$ cat config.mk
export PLATFORM = sky130hd
export DESIGN_NAME = lvds_map_and_coeff_regs
export DESIGN_NICKNAME = d
export VERILOG_FILES = /design/src/core/lvds_map_pkg.sv /design/src/core/tap_mem.sv /design/src/core/lvds_map_and_coeff_regs.sv
export SDC_FILE = /design/constraint.sdc
export NUM_CORES = 2
export LEC_CHECK = 0
export BUFFER_PORTS_ARGS = -buffer_cell sky130_fd_sc_hd__buf_4
export CORE_MARGIN = 2
export CORE_UTILIZATION = 45
export CTS_CLUSTER_DIAMETER = 50
export CTS_CLUSTER_SIZE = 16
export DETAILED_ROUTE_END_ITERATION = 10
export PLACE_DENSITY = 0.59
export SYNTH_ARGS = -nofsm -noshare
export SYNTH_HDL_FRONTEND = slang
export SYNTH_HIERARCHICAL = 1
export SYNTH_SLANG_ARGS = --single-unit
$ cat constraint.sdc
create_clock -name clk_sys -period 10.4 [get_ports clk_sys]
set_input_delay 1.56 -clock clk_sys [delete_from_list [all_inputs] [get_ports clk_sys]]
set_output_delay 1.56 -clock clk_sys [all_outputs]
set_load 0.02 [all_outputs]
$ cat src/core/lvds_map_pkg.sv
// ****************************************************************
// Register map, field layout and default routing
// ****************************************************************
`default_nettype none
package lvds_map_pkg;

    localparam int          DATA_W        = 32;
    localparam int          ADDR_W        = 12;
    localparam int          IDX_W         = 8;
    localparam int          REG_W         = 16;

    // Register indices; the byte address is four times the index
    localparam logic [7:0]  MAP_A_IDX     = 8'h53;
    localparam logic [7:0]  MAP_B_IDX     = 8'h54;
    localparam logic [7:0]  MAP_C_IDX     = 8'h55;
    localparam logic [7:0]  COEFF_LAST_IDX = 8'hA1;

    localparam int          CH_COUNT      = 6;
    localparam int          TAPS_PER_CH   = 12;
    localparam int          TAP_COUNT     = 72;
    localparam int          TAP_AW        = 7;
    localparam int          COEFF_W       = 12;
    localparam int          SEL_W         = 4;

    // First register of each channel's coefficient bank
    localparam logic [7:0]  COEFF_BASE [CH_COUNT] = '{
        8'h5A, 8'h66, 8'h72, 8'h7E, 8'h8A, 8'h96
    };

    // Field positions inside a 16-bit register
    localparam int          EN_BIT        = 15;
    localparam int          SEL_HI_LSB    = 8;
    localparam int          SEL_MID_LSB   = 4;
    localparam int          SEL_LO_LSB    = 0;

    // Writable bits, then the mapping reset value; everything else reads as zero
    localparam logic [15:0] MAP_AB_MASK   = 16'h8FFF;
    localparam logic [15:0] MAP_C_MASK    = 16'h80FF;
    localparam logic [15:0] COEFF_MASK    = 16'h8FFF;
    localparam logic [15:0] MAP_RST       = 16'h0000;

    // Routing used while a mapping register is disabled
    localparam logic [3:0]  DEF_SEL_5A    = 4'h0;
    localparam logic [3:0]  DEF_SEL_5B    = 4'h1;
    localparam logic [3:0]  DEF_SEL_6A    = 4'h2;
    localparam logic [3:0]  DEF_SEL_6B    = 4'h3;
    localparam logic [3:0]  DEF_SEL_7A    = 4'h4;
    localparam logic [3:0]  DEF_SEL_7B    = 4'h5;
    localparam logic [3:0]  DEF_SEL_8A    = 4'h6;
    localparam logic [3:0]  DEF_SEL_8B    = 4'h7;

endpackage

`default_nettype wire

$ cat src/core/tap_mem.sv
`timescale 1ns/1ps
`default_nettype none

// ****************************************************************
// Coefficient store: one write port, two registered read ports
// ****************************************************************
module tap_mem #(
    parameter int W     = 12,
    parameter int DEPTH = 72,
    parameter int AW    = 7
) (
    input  wire logic          clk_sys,
    input  wire logic          wr_en,
    input  wire logic [AW-1:0] wr_addr,
    input  wire logic [W-1:0]  wr_data,
    input  wire logic [AW-1:0] rd_a_addr,
    output logic      [W-1:0]  rd_a_data,
    input  wire logic [AW-1:0] rd_b_addr,
    output logic      [W-1:0]  rd_b_data
);

    // No reset so the array maps onto RAM; contents are unknown until written
    logic [W-1:0] mem [DEPTH];

    always_ff @(posedge clk_sys) begin
        if (wr_en) begin
            mem[wr_addr] <= wr_data;
        end
        rd_a_data <= mem[rd_a_addr];
        rd_b_data <= mem[rd_b_addr];
    end

endmodule

`default_nettype wire

$ cat src/core/lvds_map_and_coeff_regs.sv
`timescale 1ns/1ps
`default_nettype none

module lvds_map_and_coeff_regs
    import lvds_map_pkg::*;
#(
    parameter int CH_N  = CH_COUNT,
    parameter int TAPS  = TAPS_PER_CH
) (
    input  wire logic              clk_sys,
    input  wire logic              rst,
    input  wire logic              psel,
    input  wire logic              penable,
    input  wire logic              pwrite,
    input  wire logic [ADDR_W-1:0] paddr,
    input  wire logic [DATA_W-1:0] pwdata,
    output logic      [DATA_W-1:0] prdata,
    output logic                   pready,
    output logic                   pslverr,
    input  wire logic [2:0]        tap_rd_ch,
    input  wire logic [3:0]        tap_rd_idx,
    output logic      [COEFF_W-1:0] user_tap_value,
    output logic      [CH_N-1:0]   user_taps_select,
    output logic      [SEL_W-1:0]  pair_5a_source_sel,
    output logic      [SEL_W-1:0]  pair_5b_source_sel,
    output logic      [SEL_W-1:0]  pair_6a_source_sel,
    output logic      [SEL_W-1:0]  pair_6b_source_sel,
    output logic      [SEL_W-1:0]  pair_7a_source_sel,
    output logic      [SEL_W-1:0]  pair_7b_source_sel,
    output logic      [SEL_W-1:0]  pair_8a_source_sel,
    output logic      [SEL_W-1:0]  pair_8b_source_sel
);

    // ************************************************************
    // Stored state
    // ************************************************************
    logic [REG_W-1:0]     map_a_r;
    logic [REG_W-1:0]     map_b_r;
    logic [REG_W-1:0]     map_c_r;
    logic [TAP_COUNT-1:0] custom_flag_r;
    logic                 pready_r;
    logic                 pslverr_r;
    logic [DATA_W-1:0]    prdata_r;
    logic [DATA_W-1:0]    prdata_nxt;
    logic [COEFF_W-1:0]   mem_rd_a;
    logic [COEFF_W-1:0]   mem_rd_b;

    // ************************************************************
    // APB decode
    // ************************************************************
    wire              acc_first;
    wire              acc_done;
    wire [IDX_W-1:0]  reg_idx;
    wire              addr_ok;
    wire              hit_a;
    wire              hit_b;
    wire              hit_c;
    wire              hit_coeff;
    wire              mapped;
    wire [IDX_W-1:0]  coeff_diff;
    wire [TAP_AW-1:0] coeff_off;
    wire              wr_go;

    // First access cycle loads the answer; the second completes the transfer
    assign acc_first  = psel & penable & ~pready_r;
    assign acc_done   = psel & penable & pready_r;

    assign reg_idx    = paddr[IDX_W+1:2];
    assign addr_ok    = (paddr[ADDR_W-1:IDX_W+2] == '0) && (paddr[1:0] == 2'h0);
    assign hit_a      = addr_ok && (reg_idx == MAP_A_IDX);
    assign hit_b      = addr_ok && (reg_idx == MAP_B_IDX);
    assign hit_c      = addr_ok && (reg_idx == MAP_C_IDX);
    // One contiguous window covers all six banks of twelve
    assign hit_coeff  = addr_ok && (reg_idx >= COEFF_BASE[0])
                        && (reg_idx <= COEFF_LAST_IDX);
    assign mapped     = hit_a | hit_b | hit_c | hit_coeff;

    assign coeff_diff = reg_idx - COEFF_BASE[0];
    assign coeff_off  = coeff_diff[TAP_AW-1:0];

    // Writes take effect only on the completing edge
    assign wr_go      = acc_done & pwrite & mapped;

    // ************************************************************
    // Filter-side read address
    // ************************************************************
    wire              tap_rd_ok;
    wire [IDX_W-1:0]  tap_rd_sum;
    wire [TAP_AW-1:0] tap_rd_addr;

    // No handshake: the address is taken every edge, data follows one edge later
    assign tap_rd_ok   = (tap_rd_ch < 3'(CH_N)) && (tap_rd_idx < 4'(TAPS));
    assign tap_rd_sum  = COEFF_BASE[tap_rd_ch] - COEFF_BASE[0] + IDX_W'(tap_rd_idx);
    // Out-of-range requests read entry 0 instead of running off the array
    assign tap_rd_addr = tap_rd_ok ? tap_rd_sum[TAP_AW-1:0] : '0;

    // ************************************************************
    // Coefficient memory
    // ************************************************************
    tap_mem #(
        .W     (COEFF_W),
        .DEPTH (TAP_COUNT),
        .AW    (TAP_AW)
    ) u_tap_mem (
        .clk_sys   (clk_sys),
        .wr_en     (wr_go & hit_coeff),
        .wr_addr   (coeff_off),
        .wr_data   (pwdata[COEFF_W-1:0]),
        .rd_a_addr (coeff_off),
        .rd_a_data (mem_rd_a),
        .rd_b_addr (tap_rd_addr),
        .rd_b_data (mem_rd_b)
    );

    // ************************************************************
    // Read mux
    // ************************************************************
    wire [REG_W-1:0] coeff_word;
    wire [REG_W-1:0] rd_word;

    assign coeff_word = {custom_flag_r[coeff_off], 3'h0, mem_rd_a};
    assign rd_word    = hit_a     ? map_a_r :
                        hit_b     ? map_b_r :
                        hit_c     ? map_c_r :
                        hit_coeff ? coeff_word : 16'h0000;

    // Unused bits of a read word stay zero
    assign prdata_nxt = (pwrite || !mapped) ? '0 : {16'h0000, rd_word};

    // ************************************************************
    // APB handshake
    // ************************************************************
    // Exactly one wait state: the answer stands in the second access cycle
    always_ff @(posedge clk_sys or posedge rst) begin
        if (rst) begin
            pready_r  <= 1'b0;
            pslverr_r <= 1'b0;
        end else begin
            pready_r  <= acc_first;
            pslverr_r <= acc_first & ~mapped;
        end
    end

    // Read data is captured once, then held, so it stands with pready
    always_ff @(posedge clk_sys or posedge rst) begin
        if (rst) begin
            prdata_r <= '0;
        end else if (acc_first) begin
            prdata_r <= prdata_nxt;
        end
    end

    assign prdata  = prdata_r;
    assign pready  = pready_r;
    assign pslverr = pslverr_r;

    // ************************************************************
    // Mapping registers
    // ************************************************************
    // Bits the host must leave at zero are masked away on write,
    // so a stray one there never reaches the routing
    always_ff @(posedge clk_sys or posedge rst) begin
        if (rst) begin
            map_a_r <= MAP_RST;
        end else if (wr_go && hit_a) begin
            map_a_r <= pwdata[REG_W-1:0] & MAP_AB_MASK;
        end
    end

    always_ff @(posedge clk_sys or posedge rst) begin
        if (rst) begin
            map_b_r <= MAP_RST;
        end else if (wr_go && hit_b) begin
            map_b_r <= pwdata[REG_W-1:0] & MAP_AB_MASK;
        end
    end

    always_ff @(posedge clk_sys or posedge rst) begin
        if (rst) begin
            map_c_r <= MAP_RST;
        end else if (wr_go && hit_c) begin
            map_c_r <= pwdata[REG_W-1:0] & MAP_C_MASK;
        end
    end

    // ************************************************************
    // Custom-coefficient select flags
    // ************************************************************
    // Bit 15 is kept per register so that a readback shows what was
    // written, while the channel select is the OR over its bank
    always_ff @(posedge clk_sys or posedge rst) begin
        if (rst) begin
            custom_flag_r <= '0;
        end else if (wr_go && hit_coeff) begin
            custom_flag_r[coeff_off] <= pwdata[EN_BIT];
        end
    end

    wire [CH_N-1:0] taps_sel_nxt;

    genvar g;
    generate
        for (g = 0; g < CH_N; g++) begin : g_ch
            assign taps_sel_nxt[g] = |custom_flag_r[g*TAPS +: TAPS];
        end
    endgenerate

    // ************************************************************
    // Effective routing
    // ************************************************************
    wire             en_a;
    wire             en_b;
    wire             en_c;
    wire [SEL_W-1:0] sel_5a_nxt;
    wire [SEL_W-1:0] sel_5b_nxt;
    wire [SEL_W-1:0] sel_6a_nxt;
    wire [SEL_W-1:0] sel_6b_nxt;
    wire [SEL_W-1:0] sel_7a_nxt;
    wire [SEL_W-1:0] sel_7b_nxt;
    wire [SEL_W-1:0] sel_8a_nxt;
    wire [SEL_W-1:0] sel_8b_nxt;

    assign en_a = map_a_r[EN_BIT];
    assign en_b = map_b_r[EN_BIT];
    assign en_c = map_c_r[EN_BIT];

    // A disabled register falls back to the default routing
    assign sel_6b_nxt = en_a ? map_a_r[SEL_HI_LSB +: SEL_W]  : DEF_SEL_6B;
    assign sel_5a_nxt = en_a ? map_a_r[SEL_MID_LSB +: SEL_W] : DEF_SEL_5A;
    assign sel_5b_nxt = en_a ? map_a_r[SEL_LO_LSB +: SEL_W]  : DEF_SEL_5B;
    assign sel_7a_nxt = en_b ? map_b_r[SEL_HI_LSB +: SEL_W]  : DEF_SEL_7A;
    assign sel_7b_nxt = en_b ? map_b_r[SEL_MID_LSB +: SEL_W] : DEF_SEL_7B;
    assign sel_6a_nxt = en_b ? map_b_r[SEL_LO_LSB +: SEL_W]  : DEF_SEL_6A;
    assign sel_8a_nxt = en_c ? map_c_r[SEL_MID_LSB +: SEL_W] : DEF_SEL_8A;
    assign sel_8b_nxt = en_c ? map_c_r[SEL_LO_LSB +: SEL_W]  : DEF_SEL_8B;

    // ************************************************************
    // Output registers
    // ************************************************************
    // One extra cycle of latency keeps every output on a flop
    // Pairs steered by the first mapping register
    always_ff @(posedge clk_sys or posedge rst) begin
        if (rst) begin
            pair_6b_source_sel <= DEF_SEL_6B;
            pair_5a_source_sel <= DEF_SEL_5A;
            pair_5b_source_sel <= DEF_SEL_5B;
        end else begin
            pair_6b_source_sel <= sel_6b_nxt;
            pair_5a_source_sel <= sel_5a_nxt;
            pair_5b_source_sel <= sel_5b_nxt;
        end
    end

    // Pairs steered by the second mapping register
    always_ff @(posedge clk_sys or posedge rst) begin
        if (rst) begin
            pair_7a_source_sel <= DEF_SEL_7A;
            pair_7b_source_sel <= DEF_SEL_7B;
            pair_6a_source_sel <= DEF_SEL_6A;
        end else begin
            pair_7a_source_sel <= sel_7a_nxt;
            pair_7b_source_sel <= sel_7b_nxt;
            pair_6a_source_sel <= sel_6a_nxt;
        end
    end

    // Pairs steered by the third mapping register
    always_ff @(posedge clk_sys or posedge rst) begin
        if (rst) begin
            pair_8a_source_sel <= DEF_SEL_8A;
            pair_8b_source_sel <= DEF_SEL_8B;
        end else begin
            pair_8a_source_sel <= sel_8a_nxt;
            pair_8b_source_sel <= sel_8b_nxt;
        end
    end

    always_ff @(posedge clk_sys or posedge rst) begin
        if (rst) begin
            user_taps_select <= '0;
        end else begin
            user_taps_select <= taps_sel_nxt;
        end
    end

    // Filter reads are already registered inside the memory
    assign user_tap_value = mem_rd_b;

endmodule

`default_nettype wire

==> flow_summary.toml <==
[drt]
drc = 0
wire_per_inst_um = 32.6
via_per_inst = 6.49
drt_iter0_markers = 3045
firstDrtPassIters = 9
finalWirelength_um = 136000
vias = 27012
ant_nets = 0

[synthesis]
synth_edf_count = 864
synth-main-ff-cell = "edfxtp_1"
post-synth-top-count-cell = "edfxtp_1"
yosys-top-cells-area = "edfxtp_1 53%, mux4_2 23%, dfrtp_1 7.6%, mux2_2 2.8%, mux2i_1 2.0%"
synth.largest_area_cell = "edfxtp_1"
synth_top_cell_area_share_pct = 53.3
netlist_area_um2 = 48700
ys_seq_area_share_pct = 62.5
yosysWarnings = 6
netlist_instances = 2543
synthTopCellsByCount = "864 x edfxtp_1, 494 x mux4_2, 148 x dfrtp_1, 121 x mux2_2, 121 x nand2_1"
ys_seq_elements = 1048
async_flop_share_pct = 15.3
synth.avg_cell_area_um2 = 19.1
synth.distinct_cells = 73

[flow_run]
drv_cap = 0

[timing]
hold_violations = 0
timing.hold.ws_ps = 483
setup_viol = 0
rsz0062_at_grt = "false"
setup_tns_ps = 0
tightestPinTransition_ps = 1290
max_freq_ghz = 0.170
fin_worst_skew_ps = 23.0
slew_violations = 0
finalWorstPathRequiredPeriod_ps = 5880
finalCritPeriodShare_pct = 56.5
relSlewSlack_pct = 13.7

[clock_tree]
clk_latency_ps = 700
postCtsSetupBuffers = 0
h-tree-depth = 3
cts_root_buf = "clkbuf_16"
cts_tree = "yes"
cts_resized = 0
clockBufferDepth = 3
postCtsHoldBufs = 0
cts_made_buffers = 119
clk_pin_slew_ps = 60
cts.sinks = 1048

[min_path]
whs_endpoint = "prdata[0]"
hold_path.class = "reg -> reg"
holdCritStartpoint = "prdata[0]"
min_path_cells = 1

[setup_path]
path_cells = "buf_4 > inv_8 > ha_1 > inv_6 > nor2_1 > nand2_1 > nor2_1 > buf_4"
worst-path-buf-inv = 4
crit_path_max_incr_delay_ps = 1240
endpoint_kind = "flip-flop"
slowest_stage = "ha_1"
rr_worst_depth = 6
cp_top_family = "simple AND/OR/NAND/NOR gates"
cp.arrival_ps = 6280
r2r_slack_ps = 6140
critPathMaxFanout = 98
timing.rr.end = "u_tap_mem/mem[32][0]"
crit_type = "in -> reg"
required_ps = 10800
start_kind = "primary input"
crit-reg2reg-launch = "pready"

[global_route]
grt_util_met3_pct = 4.59
grt_start_max_net_pins = 104
use_met1_pct = 35.3
grt_pass1_vias = 27494
track_usage_pct = 24.5
antenna_found_initial = 6
use_met2_pct = 38.5
grt_pass1_wl_um = 196000
overflow = 0
busiest_layer = "met2"

[pwr]
powerDensity_nw_per_um2 = 181
power.leakage_nw = 18.5
ir_drop_mv = 0.131

[place]
place_congestion = 0.826
io_buffer_count = 101
dp.final_hpwl_um = 81800

[finish]
num-fill-cells = 8566
area_growth_pct = 12.8
layout-drive-gt1-share_pct = 39.0
nets = 2716

[floorplan]
die_w_um = 333
row_count = 120
core_area_um2 = 107000
initial_core_util_pct = 45.4
die-height_um = 333
pin_count = 140
fp.dieArea_um2 = 111000

[outcome]
status = "complete, no violations"
## logic make-up after synthesis
logic type,Yosys count,share of synthesized area [%]
adders and majority gates,11,0.298
other,1,0.00770
DFF,1048,62.5
buffers and inverters,210,2.56
muxes,734,28.5
xor gates and xnor gates,3,0.0540
and+or+nand+nor,378,3.73
AOI/OAI and AO/OA,158,2.31
## worst register-to-register path, cell delays in order (launching register included)
cell and delay [ps]:
dfrtp_1 360, nand4_1 300, a211oi_2 1140, nor2b_1 350, nand2_1 480, nor2_1 990
buf_4 340
## power breakdown
part	switching, mW	leakage, nW	internal, mW
Combinational	0.604	6.30	0.368
Sequential	0.0176	10.2	4.57
Clock	1.85	2.00	2.50
Total	2.48	18.5	7.44
## cell type report
type,instances,area (um2),area share [%]
inverters,14,70.1,0.128
clock buffers,130,3080,5.61
repair buffers,163,1310,2.38
clock inverters,98,1090,1.98
multi-input cells,1303,17200,31.3
flip-flops and latches,1048,30400,55.4
diodes,2,5.00,0.00911
well taps,1403,1760,3.20
## state kept, by name, indices dropped and copies added (netlist names)
| signal | flops |
|---|---|
| custom_flag_r | 72 |
| map_a_r | 13 |
| map_b_r | 13 |
| map_c_r | 9 |
| pair_5a_source_sel | 4 |
| pair_5b_source_sel | 4 |
| pair_6a_source_sel | 4 |
| pair_6b_source_sel | 4 |
| pair_7a_source_sel | 4 |
| pair_7b_source_sel | 4 |
| pair_8a_source_sel | 4 |
| pair_8b_source_sel | 4 |
| prdata | 13 |
| pready | 1 |
| pslverr | 1 |
| u_tap_mem/mem | 864 |
| u_tap_mem/rd_a_data | 12 |
| u_tap_mem/rd_b_data | 12 |
| user_taps_select | 6 |
## how the worst max path moves through the flow
stage / startpoint / end / slack, ps / cells after the start
final: paddr[3] / u_tap_mem/mem[32][0] / 4520 / 8
after global routing: paddr[3] / u_tap_mem/mem[32][6] / 4310 / 8
after CTS: paddr[3] / u_tap_mem/rd_a_data[5] / 4410 / 10
after detailed placement: paddr[3] / u_tap_mem/rd_a_data[5] / 3650 / 10
after global placement: paddr[3] / u_tap_mem/rd_a_data[5] / 3710 / 10
after floorplan: rst / custom_flag_r[0] / 4540 / 1
## cell usage in the layout (no fill, tap or decap), drive strengths merged, types with 3 or more instances in the layout
cell	synthesis	layout
and2	29	29
o31a	3	3
a222oi	12	12
ha	10	10
a22oi	16	16
clkinvlp	0	17
o21ai	41	41
dfrtp	148	148
edfxtp	864	864
dfstp	12	12
nor3	9	9
nor4	21	21
or3	4	4
nor2b	11	11
nand3b	7	7
a211oi	5	5
nor2	104	104
and3	9	9
nand2b	17	17
bufinv	0	12
o211ai	14	14
a221oi	16	16
a31oi	5	5
nand3	37	37
a21o	10	10
conb	1	19
nand2	121	121
a21oi	15	15
clkinv	1	37
mux2i	95	95
a22o	9	9
mux2	136	136
inv	13	46
clkbuf	45	130
dfxtp	24	24
buf	150	163
mux4	503	503
## metal layers
metal  routed length (um)  vias to the layer above
li1                     -                    10866
met1                56300                    14642
met2                64500                     1307
met3                11500                      193
met4                 3410                        4
met5                   30                        -
## stage by stage
step | setup WS, ps | cell area, um2 | utilization [%] | power, mW | std cells
detailed placement | 3650 | 50800 | 47.3 | 5.65 | 3931
CTS | 4410 | 54900 | 51.2 | 10.0 | 4159
floorplan | 4540 | 48700 | - | 5.27 | 2561
global placement | 3710 | 50800 | 47.3 | 5.64 | 3931
finish | 4520 | 54900 | 51.2 | 9.92 | 4161
global route | 4310 | 54900 | 51.2 | 10.2 | 4160
No activity file was read; power rests on OpenSTA's default activity.
